**config.mk**
```make
export PLATFORM = sky130hd
export DESIGN_NAME = bcc_regs
export DESIGN_NICKNAME = d
export VERILOG_FILES = /design/src/bcc_pkg.sv /design/src/bcc_dec_if.sv /design/src/bcc_regs.sv /design/src/bcc_sync.sv /design/src/bcc_vdec.sv
export SDC_FILE = /design/constraint.sdc
export NUM_CORES = 1
export LEC_CHECK = 0
export ABC_AREA = 1
export BUFFER_PORTS_ARGS = -buffer_cell sky130_fd_sc_hd__buf_2
export CORE_MARGIN = 4
export CORE_UTILIZATION = 50
export DETAILED_ROUTE_END_ITERATION = 10
export PLACE_DENSITY_LB_ADDON = 0.08
export SLEW_MARGIN = 15
export SYNTH_ARGS = -nofsm -noshare
export SYNTH_HDL_FRONTEND = slang
export SYNTH_SLANG_ARGS = --single-unit
```
**constraint.sdc**
```tcl
create_clock -name SYS_CLK -period 3.23 [get_ports SYS_CLK]
set_input_delay 0.1615 -clock SYS_CLK [delete_from_list [all_inputs] [get_ports SYS_CLK]]
set_output_delay 0.1615 -clock SYS_CLK [all_outputs]
set_load 0.02 [all_outputs]
```
**src/bcc_pkg.sv**
```systemverilog
// shared constants, register map and types for the buck channel control bank
package bcc_pkg;
	localparam logic [7:0] OFS_STANDBY = 8'h30;
	localparam logic [7:0] OFS_FILLER = 8'h31;
	localparam logic [7:0] OFS_CTRL = 8'h32;
	localparam logic [7:0] OFS_NORMAL = 8'h33;
	localparam int CODE_W = 6;
	localparam int MV_W = 13;
	localparam int BIT_ENABLE = 0;
	localparam int BIT_PGOOD = 1;
	localparam int BIT_UNMASK = 2;
	localparam int BIT_RANGE = 6;
	localparam int CTRL_FILL_LSB = 3;
	localparam int STBY_FILL_LSB = 6;
	localparam int NORM_FILL_BIT = 7;
	localparam logic [CODE_W-1:0] CODE_ADJUSTABLE = 6'h00;
	localparam logic [CODE_W-1:0] CODE_FLAT_LAST = 6'h07;
	localparam logic [MV_W-1:0] LOW_MIN_MV = 13'h0320;
	localparam logic [MV_W-1:0] STEP_MV = 13'h0019;
	localparam logic [MV_W-1:0] MV_ZERO = 13'h0000;
	localparam logic [6:0] I2C_ADDR_DEFAULT = 7'h5A;
	localparam logic [3:0] BITS_PER_BYTE = 4'h8;
	localparam logic [3:0] CNT_ZERO = 4'h0;
	localparam logic [3:0] CNT_ONE = 4'h1;
	localparam logic [7:0] PTR_ONE = 8'h01;
	localparam logic [7:0] BYTE_ZERO = 8'h00;
	localparam int SYNC_W = 5;
	localparam int SY_SCL = 0;
	localparam int SY_SDA = 1;
	localparam int SY_VOLTAGE_SELECT_PIN = 2;
	localparam int SY_EXTEN = 3;
	localparam int SY_PGOOD = 4;
	localparam logic [SYNC_W-1:0] SYNC_RESET = 5'h00;

	typedef enum logic [2:0] {
		ST_IDLE = 3'h0,
		ST_ADDR = 3'h1,
		ST_AACK = 3'h2,
		ST_WRITE = 3'h3,
		ST_WACK = 3'h4,
		ST_READ = 3'h5,
		ST_RACK = 3'h6
	} bcc_i2c_state_type;
endpackage : bcc_pkg

```
**src/bcc_dec_if.sv**
```systemverilog
// code-to-voltage request and answer between the bank and its decoder
`timescale 1ns/1ns
interface bcc_dec_if;
	import bcc_pkg::*;
	logic [CODE_W-1:0] code;
	logic range_select;
	logic [MV_W-1:0] mv;
	logic adjustable;
	modport requester (output code, output range_select, input mv, input adjustable);
	modport decoder (input code, input range_select, output mv, output adjustable);
endinterface : bcc_dec_if

```
**src/bcc_regs.sv**
```systemverilog
// buck channel three control bank behind an i2c target port
`timescale 1ns/1ns
module bcc_regs
	import bcc_pkg::*;
#(
	parameter logic [6:0] I2C_ADDR = I2C_ADDR_DEFAULT,
	parameter logic [CODE_W-1:0] STANDBY_RESET = 6'h00,
	parameter logic [CODE_W-1:0] NORMAL_RESET = 6'h00,
	parameter logic RANGE_RESET = 1'h0,
	parameter logic ENABLE_RESET = 1'h0,
	parameter logic UNMASK_RESET = 1'h0,
	// filler values are arbitrary
	parameter logic [1:0] FILL_STANDBY = 2'h0,
	parameter logic [7:0] FILL_WHOLE = 8'h00,
	parameter logic [4:0] FILL_CTRL = 5'h00,
	parameter logic FILL_NORMAL = 1'h0
)
(
	input wire logic SYS_CLK,
	input wire logic RSTN,
	input wire logic SCL_IN,
	input wire logic SDA_IN,
	output logic SDA_OUT,
	output logic SDA_OE,
	input wire logic VOLTAGE_SELECT_PIN,
	input wire logic EXTERNAL_CHANNEL_ENABLE,
	input wire logic POWER_GOOD_IN,
	output logic CHANNEL_ON,
	output logic [CODE_W-1:0] ACTIVE_VOLTAGE_CODE,
	output logic RANGE_SELECT,
	output logic FAULT_UNMASK,
	output logic [MV_W-1:0] TARGET_MV,
	output logic ADJUSTABLE_MODE
);
	typedef struct packed {
		bcc_i2c_state_type st;
		logic [3:0] cnt;
		logic [7:0] sr;
		logic [7:0] ptr;
		logic rw;
		logic ptr_done;
		logic nack;
		logic scl_d1;
		logic sda_d1;
		logic sda_oe;
		logic sda_out;
		logic [CODE_W-1:0] standby_voltage_code;
		logic [CODE_W-1:0] normal_voltage_code;
		logic range_select;
		logic fault_unmask;
		logic enable;
		logic ch_on;
		logic [CODE_W-1:0] code_out;
		logic range_out;
		logic unmask_out;
		logic [MV_W-1:0] mv;
		logic adj;
	} bcc_regs_state_type;

	bcc_regs_state_type q;
	bcc_regs_state_type d;
	logic [SYNC_W-1:0] pins_raw;
	logic [SYNC_W-1:0] pins;
	logic scl_s;
	logic sda_s;
	logic scl_rise;
	logic scl_fall;
	logic start_seen;
	logic stop_seen;
	logic [7:0] rd_now;

	bcc_dec_if dec_bus();

	assign pins_raw = {POWER_GOOD_IN, EXTERNAL_CHANNEL_ENABLE, VOLTAGE_SELECT_PIN, SDA_IN, SCL_IN};

	bcc_sync u_sync (
		.clk(SYS_CLK),
		.rst_n(RSTN),
		.din(pins_raw),
		.dout(pins)
	);

	bcc_vdec u_vdec (
		.clk(SYS_CLK),
		.rst_n(RSTN),
		.dec(dec_bus.decoder)
	);

	assign dec_bus.code = q.code_out;
	assign dec_bus.range_select = q.range_out;

	// read image: fixed bits come from parameters, never from stored state
	function automatic logic [7:0] read_byte(input logic [7:0] addr, input bcc_regs_state_type s,
		input logic pgood);
		logic [7:0] r;
		r = BYTE_ZERO;
		if (addr == OFS_STANDBY) begin
			r = {FILL_STANDBY, s.standby_voltage_code};
		end else if (addr == OFS_FILLER) begin
			r = FILL_WHOLE;
		end else if (addr == OFS_CTRL) begin
			r = {FILL_CTRL, s.fault_unmask, pgood, s.enable};
		end else if (addr == OFS_NORMAL) begin
			r = {FILL_NORMAL, s.range_select, s.normal_voltage_code};
		end
		return r;
	endfunction : read_byte

	assign scl_s = pins[SY_SCL];
	assign sda_s = pins[SY_SDA];
	assign scl_rise = scl_s & ~q.scl_d1;
	assign scl_fall = ~scl_s & q.scl_d1;
	assign start_seen = scl_s & q.scl_d1 & ~sda_s & q.sda_d1;
	assign stop_seen = scl_s & q.scl_d1 & sda_s & ~q.sda_d1;
	// pgood is a comparator level; the 6% threshold lives in the analog loop
	assign rd_now = read_byte(q.ptr, q, pins[SY_PGOOD]);

	always_comb begin
		d = q;
		d.scl_d1 = scl_s;
		d.sda_d1 = sda_s;
		d.sda_out = 1'h0;
		if (stop_seen) begin
			d.st = ST_IDLE;
			d.sda_oe = 1'h0;
		end else if (start_seen) begin
			d.st = ST_ADDR;
			d.cnt = CNT_ZERO;
			d.sda_oe = 1'h0;
		end else begin
			case (q.st)
				ST_IDLE: begin
					d.sda_oe = 1'h0;
				end
				ST_ADDR: begin
					if (scl_rise) begin
						d.sr = {q.sr[6:0], sda_s};
						d.cnt = q.cnt + CNT_ONE;
					end else if (scl_fall && q.cnt == BITS_PER_BYTE) begin
						if (q.sr[7:1] == I2C_ADDR) begin
							d.rw = q.sr[0];
							d.sda_oe = 1'h1;
							d.st = ST_AACK;
						end else begin
							d.st = ST_IDLE;
						end
					end
				end
				ST_AACK: begin
					if (scl_fall) begin
						d.cnt = CNT_ZERO;
						if (q.rw) begin
							d.sr = rd_now;
							d.sda_oe = ~rd_now[7];
							d.st = ST_READ;
						end else begin
							d.sda_oe = 1'h0;
							d.ptr_done = 1'h0;
							d.st = ST_WRITE;
						end
					end
				end
				ST_WRITE: begin
					if (scl_rise) begin
						d.sr = {q.sr[6:0], sda_s};
						d.cnt = q.cnt + CNT_ONE;
					end else if (scl_fall && q.cnt == BITS_PER_BYTE) begin
						d.sda_oe = 1'h1;
						d.st = ST_WACK;
						if (!q.ptr_done) begin
							d.ptr = q.sr;
							d.ptr_done = 1'h1;
						end else begin
							d.ptr = q.ptr + PTR_ONE;
							// only writable fields are taken; fixed bits are dropped
							if (q.ptr == OFS_STANDBY) begin
								d.standby_voltage_code = q.sr[CODE_W-1:0];
							end else if (q.ptr == OFS_CTRL) begin
								d.enable = q.sr[BIT_ENABLE];
								d.fault_unmask = q.sr[BIT_UNMASK];
							end else if (q.ptr == OFS_NORMAL) begin
								d.normal_voltage_code = q.sr[CODE_W-1:0];
								d.range_select = q.sr[BIT_RANGE];
							end
						end
					end
				end
				ST_WACK: begin
					if (scl_fall) begin
						d.sda_oe = 1'h0;
						d.cnt = CNT_ZERO;
						d.st = ST_WRITE;
					end
				end
				ST_READ: begin
					if (scl_rise) begin
						d.cnt = q.cnt + CNT_ONE;
					end else if (scl_fall) begin
						if (q.cnt == BITS_PER_BYTE) begin
							d.sda_oe = 1'h0;
							d.ptr = q.ptr + PTR_ONE;
							d.st = ST_RACK;
						end else begin
							d.sr = {q.sr[6:0], 1'h0};
							d.sda_oe = ~q.sr[6];
						end
					end
				end
				ST_RACK: begin
					if (scl_rise) begin
						d.nack = sda_s;
					end else if (scl_fall) begin
						d.cnt = CNT_ZERO;
						if (q.nack) begin
							d.st = ST_IDLE;
						end else begin
							d.sr = rd_now;
							d.sda_oe = ~rd_now[7];
							d.st = ST_READ;
						end
					end
				end
				default: begin
					d.st = ST_IDLE;
					d.sda_oe = 1'h0;
				end
			endcase
		end
		// ch_on, code, range and unmask track the stored fields one edge after they land; mv and adj three edges after
		d.ch_on = q.enable & pins[SY_EXTEN];
		if (pins[SY_VOLTAGE_SELECT_PIN]) begin
			d.code_out = q.standby_voltage_code;
		end else begin
			d.code_out = q.normal_voltage_code;
		end
		d.range_out = q.range_select;
		d.unmask_out = q.fault_unmask;
		d.mv = dec_bus.mv;
		d.adj = dec_bus.adjustable;
	end

	always_ff @(posedge SYS_CLK) begin
		if (!RSTN) begin
			q <= '{
				st: ST_IDLE,
				cnt: CNT_ZERO,
				sr: BYTE_ZERO,
				ptr: BYTE_ZERO,
				rw: 1'h0,
				ptr_done: 1'h0,
				nack: 1'h0,
				scl_d1: 1'h0,
				sda_d1: 1'h0,
				sda_oe: 1'h0,
				sda_out: 1'h0,
				standby_voltage_code: STANDBY_RESET,
				normal_voltage_code: NORMAL_RESET,
				range_select: RANGE_RESET,
				fault_unmask: UNMASK_RESET,
				enable: ENABLE_RESET,
				ch_on: 1'h0,
				code_out: NORMAL_RESET,
				range_out: RANGE_RESET,
				unmask_out: UNMASK_RESET,
				mv: MV_ZERO,
				adj: 1'h1
			};
		end else begin
			q <= d;
		end
	end

	assign SDA_OUT = q.sda_out;
	assign SDA_OE = q.sda_oe;
	assign CHANNEL_ON = q.ch_on;
	assign ACTIVE_VOLTAGE_CODE = q.code_out;
	assign RANGE_SELECT = q.range_out;
	assign FAULT_UNMASK = q.unmask_out;
	assign TARGET_MV = q.mv;
	assign ADJUSTABLE_MODE = q.adj;
endmodule : bcc_regs

```
**src/bcc_sync.sv**
```systemverilog
// two-flop synchroniser for pin inputs
`timescale 1ns/1ns
module bcc_sync
	import bcc_pkg::*;
(
	input wire logic clk,
	input wire logic rst_n,
	input wire logic [SYNC_W-1:0] din,
	output logic [SYNC_W-1:0] dout
);
	typedef struct packed {
		logic [SYNC_W-1:0] s1;
		logic [SYNC_W-1:0] s2;
	} bcc_sync_state_type;

	bcc_sync_state_type q;
	bcc_sync_state_type d;

	always_comb begin
		d = q;
		d.s1 = din;
		d.s2 = q.s1;
	end

	always_ff @(posedge clk) begin
		if (!rst_n) begin
			q <= '{s1: SYNC_RESET, s2: SYNC_RESET};
		end else begin
			q <= d;
		end
	end

	assign dout = q.s2;
endmodule : bcc_sync

```
**src/bcc_vdec.sv**
```systemverilog
// six-bit voltage code to millivolt decoder for the channel three bank
`timescale 1ns/1ns
module bcc_vdec
	import bcc_pkg::*;
(
	input wire logic clk,
	input wire logic rst_n,
	bcc_dec_if.decoder dec
);
	typedef struct packed {
		logic [MV_W-1:0] mv;
		logic adjustable;
	} bcc_vdec_state_type;

	bcc_vdec_state_type q;
	bcc_vdec_state_type d;
	logic [MV_W-1:0] low_mv;
	logic [MV_W-1:0] lin_mv;
	logic [MV_W-1:0] steps;

	always_comb begin
		d = q;
		steps = MV_W'(dec.code) - MV_W'(CODE_FLAT_LAST);
		// wraps below code 7 on purpose; the sum stays positive for codes 1 to 7
		lin_mv = MV_W'(LOW_MIN_MV + MV_W'(steps * STEP_MV));
		low_mv = LOW_MIN_MV;
		if (dec.code > CODE_FLAT_LAST) begin
			low_mv = lin_mv;
		end
		d.adjustable = (dec.code == CODE_ADJUSTABLE);
		if (dec.code == CODE_ADJUSTABLE) begin
			d.mv = MV_ZERO;
		end else if (dec.range_select) begin
			// high range keeps its step below code 8, where the low range is clamped
			d.mv = MV_W'(lin_mv << 1);
		end else begin
			d.mv = low_mv;
		end
	end

	always_ff @(posedge clk) begin
		if (!rst_n) begin
			q <= '{mv: MV_ZERO, adjustable: 1'h1};
		end else begin
			q <= d;
		end
	end

	assign dec.mv = q.mv;
	assign dec.adjustable = q.adjustable;
endmodule : bcc_vdec

```
# == Word-level counts from Yosys, hierarchy flattened ==
# Index checks and enable logic that the tools add are counted.
# Widths: inputs -> output; s select.
# totals
reg_bits,92
latchBits,0
ram_bits,0
romBits,0
in_bits,7
output_inout_bits,25
wordCells,178
n_memories,0
# classes
addsub,4
mul,1
n_div,0
n_lt_le_gt_ge,1
eq_ne,43
shift,0
mux,55
bitwise_logic,22
n_reduce_logical,24
# ops
op,count
$mux 8,7
$reduce_and 12->1,4
$mux 15,3
$ne 3x3->1 const B,12
$mux 7,5
$ne 2x2->1 const B,17
$eq 8x6->1 const B,4
$mux 16,2
$pmux 8 s4,1
$mux 3,9
$mux 13,2
$reduce_and 8->1,3
$pmux 3 s7,1
$pmux 4 s5,1
$mux 1,16
$pmux 8 s2,1
$reduce_and 7->1,2
$add 10x13->13 const A,1
$mul 13x5->13 const B,1
$not 1->1,13
$mux 12,1
$eq 3x3->1 const B,3
$reduce_and 9->1,1
$add 8x1->8 const B,1
other kinds (28),39

# == Longest topological paths before layout ==
# logic_depth
word_depth,10
ltp_mapped,18
mapped_depth_nobuf,18

# == Hierarchy ==
# From an unflattened synthesis, not the netlist that was laid out.
# hier_totals
hier_cells,720
hier_area_um2,5250.0
# by_module_without_submodules
mod,instances,cells_each,area_per_inst_um2,seq_area_each_um2
bcc_regs,1,506,3607.2,1341.3
bcc_vdec,1,183,1356.3,280.3
bcc_sync,1,31,286.5,200.2

# == Worst setup path after synthesis ==
# No wires, ideal clock.
# synth_path
path_type,reg-to-reg
from,"register q, in the netlist ACTIVE_VOLTAGE_CODE[0]"
to,"register u_vdec.q, in the netlist u_vdec.dec.mv[9]"
setup_time_ps,128
arrival_ps,3198
required_time_ps,3102
path_slack_ps,-96
path_stages_with_launch,14
n_path_buf,0
synth_period_minus_slack_ps,3326
cell_sequence,dfxtp_1 > ha_1 > nand2_1 > inv_1 > or2_2 > xnor2_1 > ha_1 > fa_1 > ha_1 > ha_1 > a21o_1 > a31oi_1 > xor2_1 > a21oi_1
# synth_between
elab_chain_len,5
elab_cells_between_ends,8
classes_between,add/sub: 2; mul: 1; order compare: 1; mux: 2; reduce/logical: 2
# synth_lines
element,line,source
from (decl),bcc_regs.sv:60,bcc_regs_state_type q;
from (signal assigned),bcc_regs.sv:244,q <= '{
$sub 6x3->7,bcc_vdec.sv:23,steps = MV_W'(dec.code) - MV_W'(CODE_FLAT_LAST);
$mul 13x5->13,bcc_vdec.sv:25,lin_mv = MV_W'(LOW_MIN_MV + MV_W'(steps * STEP_MV));
$add 10x13->13,bcc_vdec.sv:25,
$mux 13,bcc_vdec.sv:27,if (dec.code > CODE_FLAT_LAST) begin
$mux 13,bcc_vdec.sv:33,end else if (dec.range_select) begin
to (signal assigned),bcc_vdec.sv:43,"q <= '{mv: MV_ZERO, adjustable: 1'h1};"
to (decl),bcc_vdec.sv:15,bcc_vdec_state_type q;
# Parallel ways exist; a longest one is shown, timed or not.
# A chain may end at the register's enable or synchronous reset.

# == Worst setup path after layout ==
# layout_path
from,"register q, in the netlist ACTIVE_VOLTAGE_CODE[0]"
to,"register u_vdec.q, in the netlist u_vdec.dec.mv[8]"
# The elaborated chain is that of the path after synthesis.

==> reports/qor.yml <==
clkPwrFrac_pct: 28.0
synth_edf_count: 0
p_leak_nw: 2.58
hold_viol_final: 0
start_util_pct: 51.5
reg2regPathDepth: 13
critPathLaunch: "ACTIVE_VOLTAGE_CODE[0]"
synthesis.nets: 704
synth.cells.most_frequent: "140 x nand2_1, 91 x dfxtp_1, 81 x inv_1, 76 x nor2_1, 48 x a21oi_1"
clk-insertion-delay-late_ns: 0.38
syn_to_final_growth_pct: 13.4
holdWs_ns: 0.212
p_sw_w: 0.00106
antenna_found_initial: 0
critical_path_class: "register to register"
antennaDiodeCount: 0
via_count: 4131
netlist_area_sq_um: 4780
layout-drive-gt1-share_pct: 16.6
worstSetupStartpointType: "register"
cts.sinks: 91
place_hpwl_um: 7920
htree_levels: 3
max_freq_mhz: 318
min_path_type: "primary input to register"
yosysWarnings: 0
r2r_slack_ns: 0.09
setup_viol: 0
cp-end-kind: "register"
maxSlewHeadroom_pct: 54.7
power_frac_comb_pct: 28.6
track_usage_pct: 19.9
r2r-start: "ACTIVE_VOLTAGE_CODE[0]"
rows: 35
grt_pass1_vias: 3901
tightest_slew_ns: 0.675
p_int_w: 0.00182
dieHeight_um: 106
drt_iter0_markers: 198
grt_pass1_wl_um: 18400
outcome: "complete, no violations"
dieArea_sq_um: 11200
drcViolationCount: 0
layoutNonFillerInstCount: 828
ys_ff_latch: 91
grt_start_max_net_pins: 35
placed_area_sq_um: 5050
gp_congestion: 0.878
power_density_nw_per_um2: 531
yosysSeqAreaShare_pct: 38.1
power_frac_seq_pct: 43.4
critPathRequiredTime_ns: 3.50
crit_end: "u_vdec.dec.mv[8]"
portBuffers: 30
synthTopCellsByArea: "dfxtp_1 38%, nand2_1 11%, ha_1 7.6%"
io_pins: 32
total_power_w: 0.00287
yosysMostFrequentCell: "nand2_1"
die_w_um: 106
yosysTopAreaCell: "dfxtp_1"
arrival_ns: 3.41
synth_cell_types: 39
reg2reg_to: "u_vdec.dec.mv[8]"
cts_tree: "yes"
finalCriticalPeriod_ns: 3.14
synth_ff_type: "dfxtp_1"
maxSlewViolCount: 0
synthArstFlopShare_pct: 0
via_per_inst: 4.99
nets: 734
path_clk_slew_ns: 0.12
syn_area_per_cell_sq_um: 7.20
grt_overflow: 0
peakVddDrop_mv: 0.245
design_area_sq_um: 5420
p_sw_share_pct: 36.7
finalClockSkew_ns: 0.0137
cp_max_fo: 4
drv_cap: 0
drt-total-wl_um: 10700
wl_per_cell_um: 12.9
cts_buffers: 9
core-area_sq_um: 9280
fin_crit_sh_pct: 97.2
cts_root_buffer: "clkbuf_8"
first_pass_iters: 5
antenna_left: 0
hold_path_startpoint: "RSTN"
clockBufferDepth: 2
tns_ns: 0
placedCellCount: 806
syn-instance-count: 664
synth.top_cell.area_share_pct: 38.1
==> area by class of cell <==
cell class                      count  area, sq um
Tap cell                          129          161
Multi-Input combinational cell    448         2540
Inverter                           93          349
Fill cell                         917         3870
Timing Repair Buffer               51          320
Sequential cell                    91         1820
Clock buffer                        9          124
Clock inverter                      7         93.8
==> through the flow <==
step / setup slack (ns) / utilization (%)
final: 0.0901 / 58.3
after floorplan: 0.00630 / -
after global placement: 0.00765 / 54.4
after global routing: -0.0254 / 58.3
after CTS: 0.0239 / 57.5
after detailed placement: -0.0464 / 54.4
==> power groups by stage <==
stage | Sequential, W | Combinational (W) | Clock [W]
final | 0.00125 | 0.000822 | 0.000804
after global routing | 0.00126 | 0.000938 | 0.000868
after CTS | 0.00125 | 0.000786 | 0.000821
after detailed placement | 0.00127 | 0.000767 | 0
after global placement | 0.00127 | 0.000758 | 0
after floorplan | 0.00125 | 0.000597 | 0
==> logic make-up (layout without fill, tap and decap cells) <==
| group | count (synthesis) | count (layout) | synth area share [%] |
|---|---|---|---|
| xor gates and xnor gates | 12 | 12 | 2.20 |
| other | 1 | 1 | 0.0785 |
| DFF | 91 | 91 | 38.1 |
| and+or+nand+nor | 293 | 293 | 26.6 |
| adders and majority gates | 33 | 33 | 9.27 |
| buffers and inverters | 125 | 160 | 11.5 |
| AOI/OAI and AO/OA | 109 | 109 | 12.2 |
==> worst min path at each step <==
stage	endpoint	slack (ns)	depth (start not counted)
CTS	TARGET_MV[7]	0.22	3
global route	TARGET_MV[1]	0.24	3
detailed placement	u_sync.d[1]	0.36	3
floorplan	u_sync.d[0]	0.26	2
global placement	u_sync.d[1]	0.35	3
finish	TARGET_MV[6]	0.21	3
==> cells in the final DEF (no fill, tap or decap), types with 4 or more instances in the layout <==
master	Yosys	layout
xnor2_1	5	4
xor2_1	7	5
inv_2	11	12
nand3_2	3	4
inv_1	81	80
nor3_1	9	9
buf_2	2	30
ha_4	0	6
nand3_1	35	34
a21oi_1	48	48
nor2_1	76	75
clkinv_8	0	4
ha_1	29	22
dlygate4sd3_1	0	5
o21ai_1	9	9
buf_4	21	16
nand2_2	4	9
nand4_1	7	7
dfxtp_1	91	90
clkbuf_8	0	9
o21ai_0	37	37
nand2_1	140	135
nor2_2	6	7
==> critical path: stages (launching register included) <==
cell and delay, ns:
dfxtp_2 0.34, ha_2 0.19, nand2_2 0.07, inv_1 0.05
or2_4 0.27, xnor2_4 0.16, ha_1 0.32, fa_1 0.54
ha_4 0.22, ha_4 0.25, a21o_1 0.17, a31oi_1 0.17
xor2_1 0.21, a21oi_1 0.09
==> sequential cells by signal, indices dropped and copies added, names as in the netlist <==
register,cells
TARGET_MV,13
ADJUSTABLE_MODE,1
RANGE_SELECT,1
d,2
ACTIVE_VOLTAGE_CODE,6
CHANNEL_ON,1
SDA_OE,1
FAULT_UNMASK,1
q,41
u_sync.d,5
u_sync.dout,5
u_vdec.dec.mv,13
u_vdec.dec.adjustable,1
==> per-layer routing <==
metal  vias to the layer above  GRT usage, %  share of wire (%)
met5                         -             0                  0
met4                         0          6.11                1.2
met3                        14          4.29                5.9
met2                       107          29.6                 43
met1                      1854          28.9                 50
li1                       2156             -                  -
==> repair_timing <==
| item | in CTS | in global routing |
|---|---|---|
| endpoints found under the hold margin | 5 | 0 |
| buffers inserted | 0 | 1 |
| pin swaps | 3 | 7 |
| hold buffers | 5 | 0 |
| endpoints found under the setup margin | 5 | 5 |
| resized for setup | 4 | 15 |
Power figures use the tool's default switching activity.
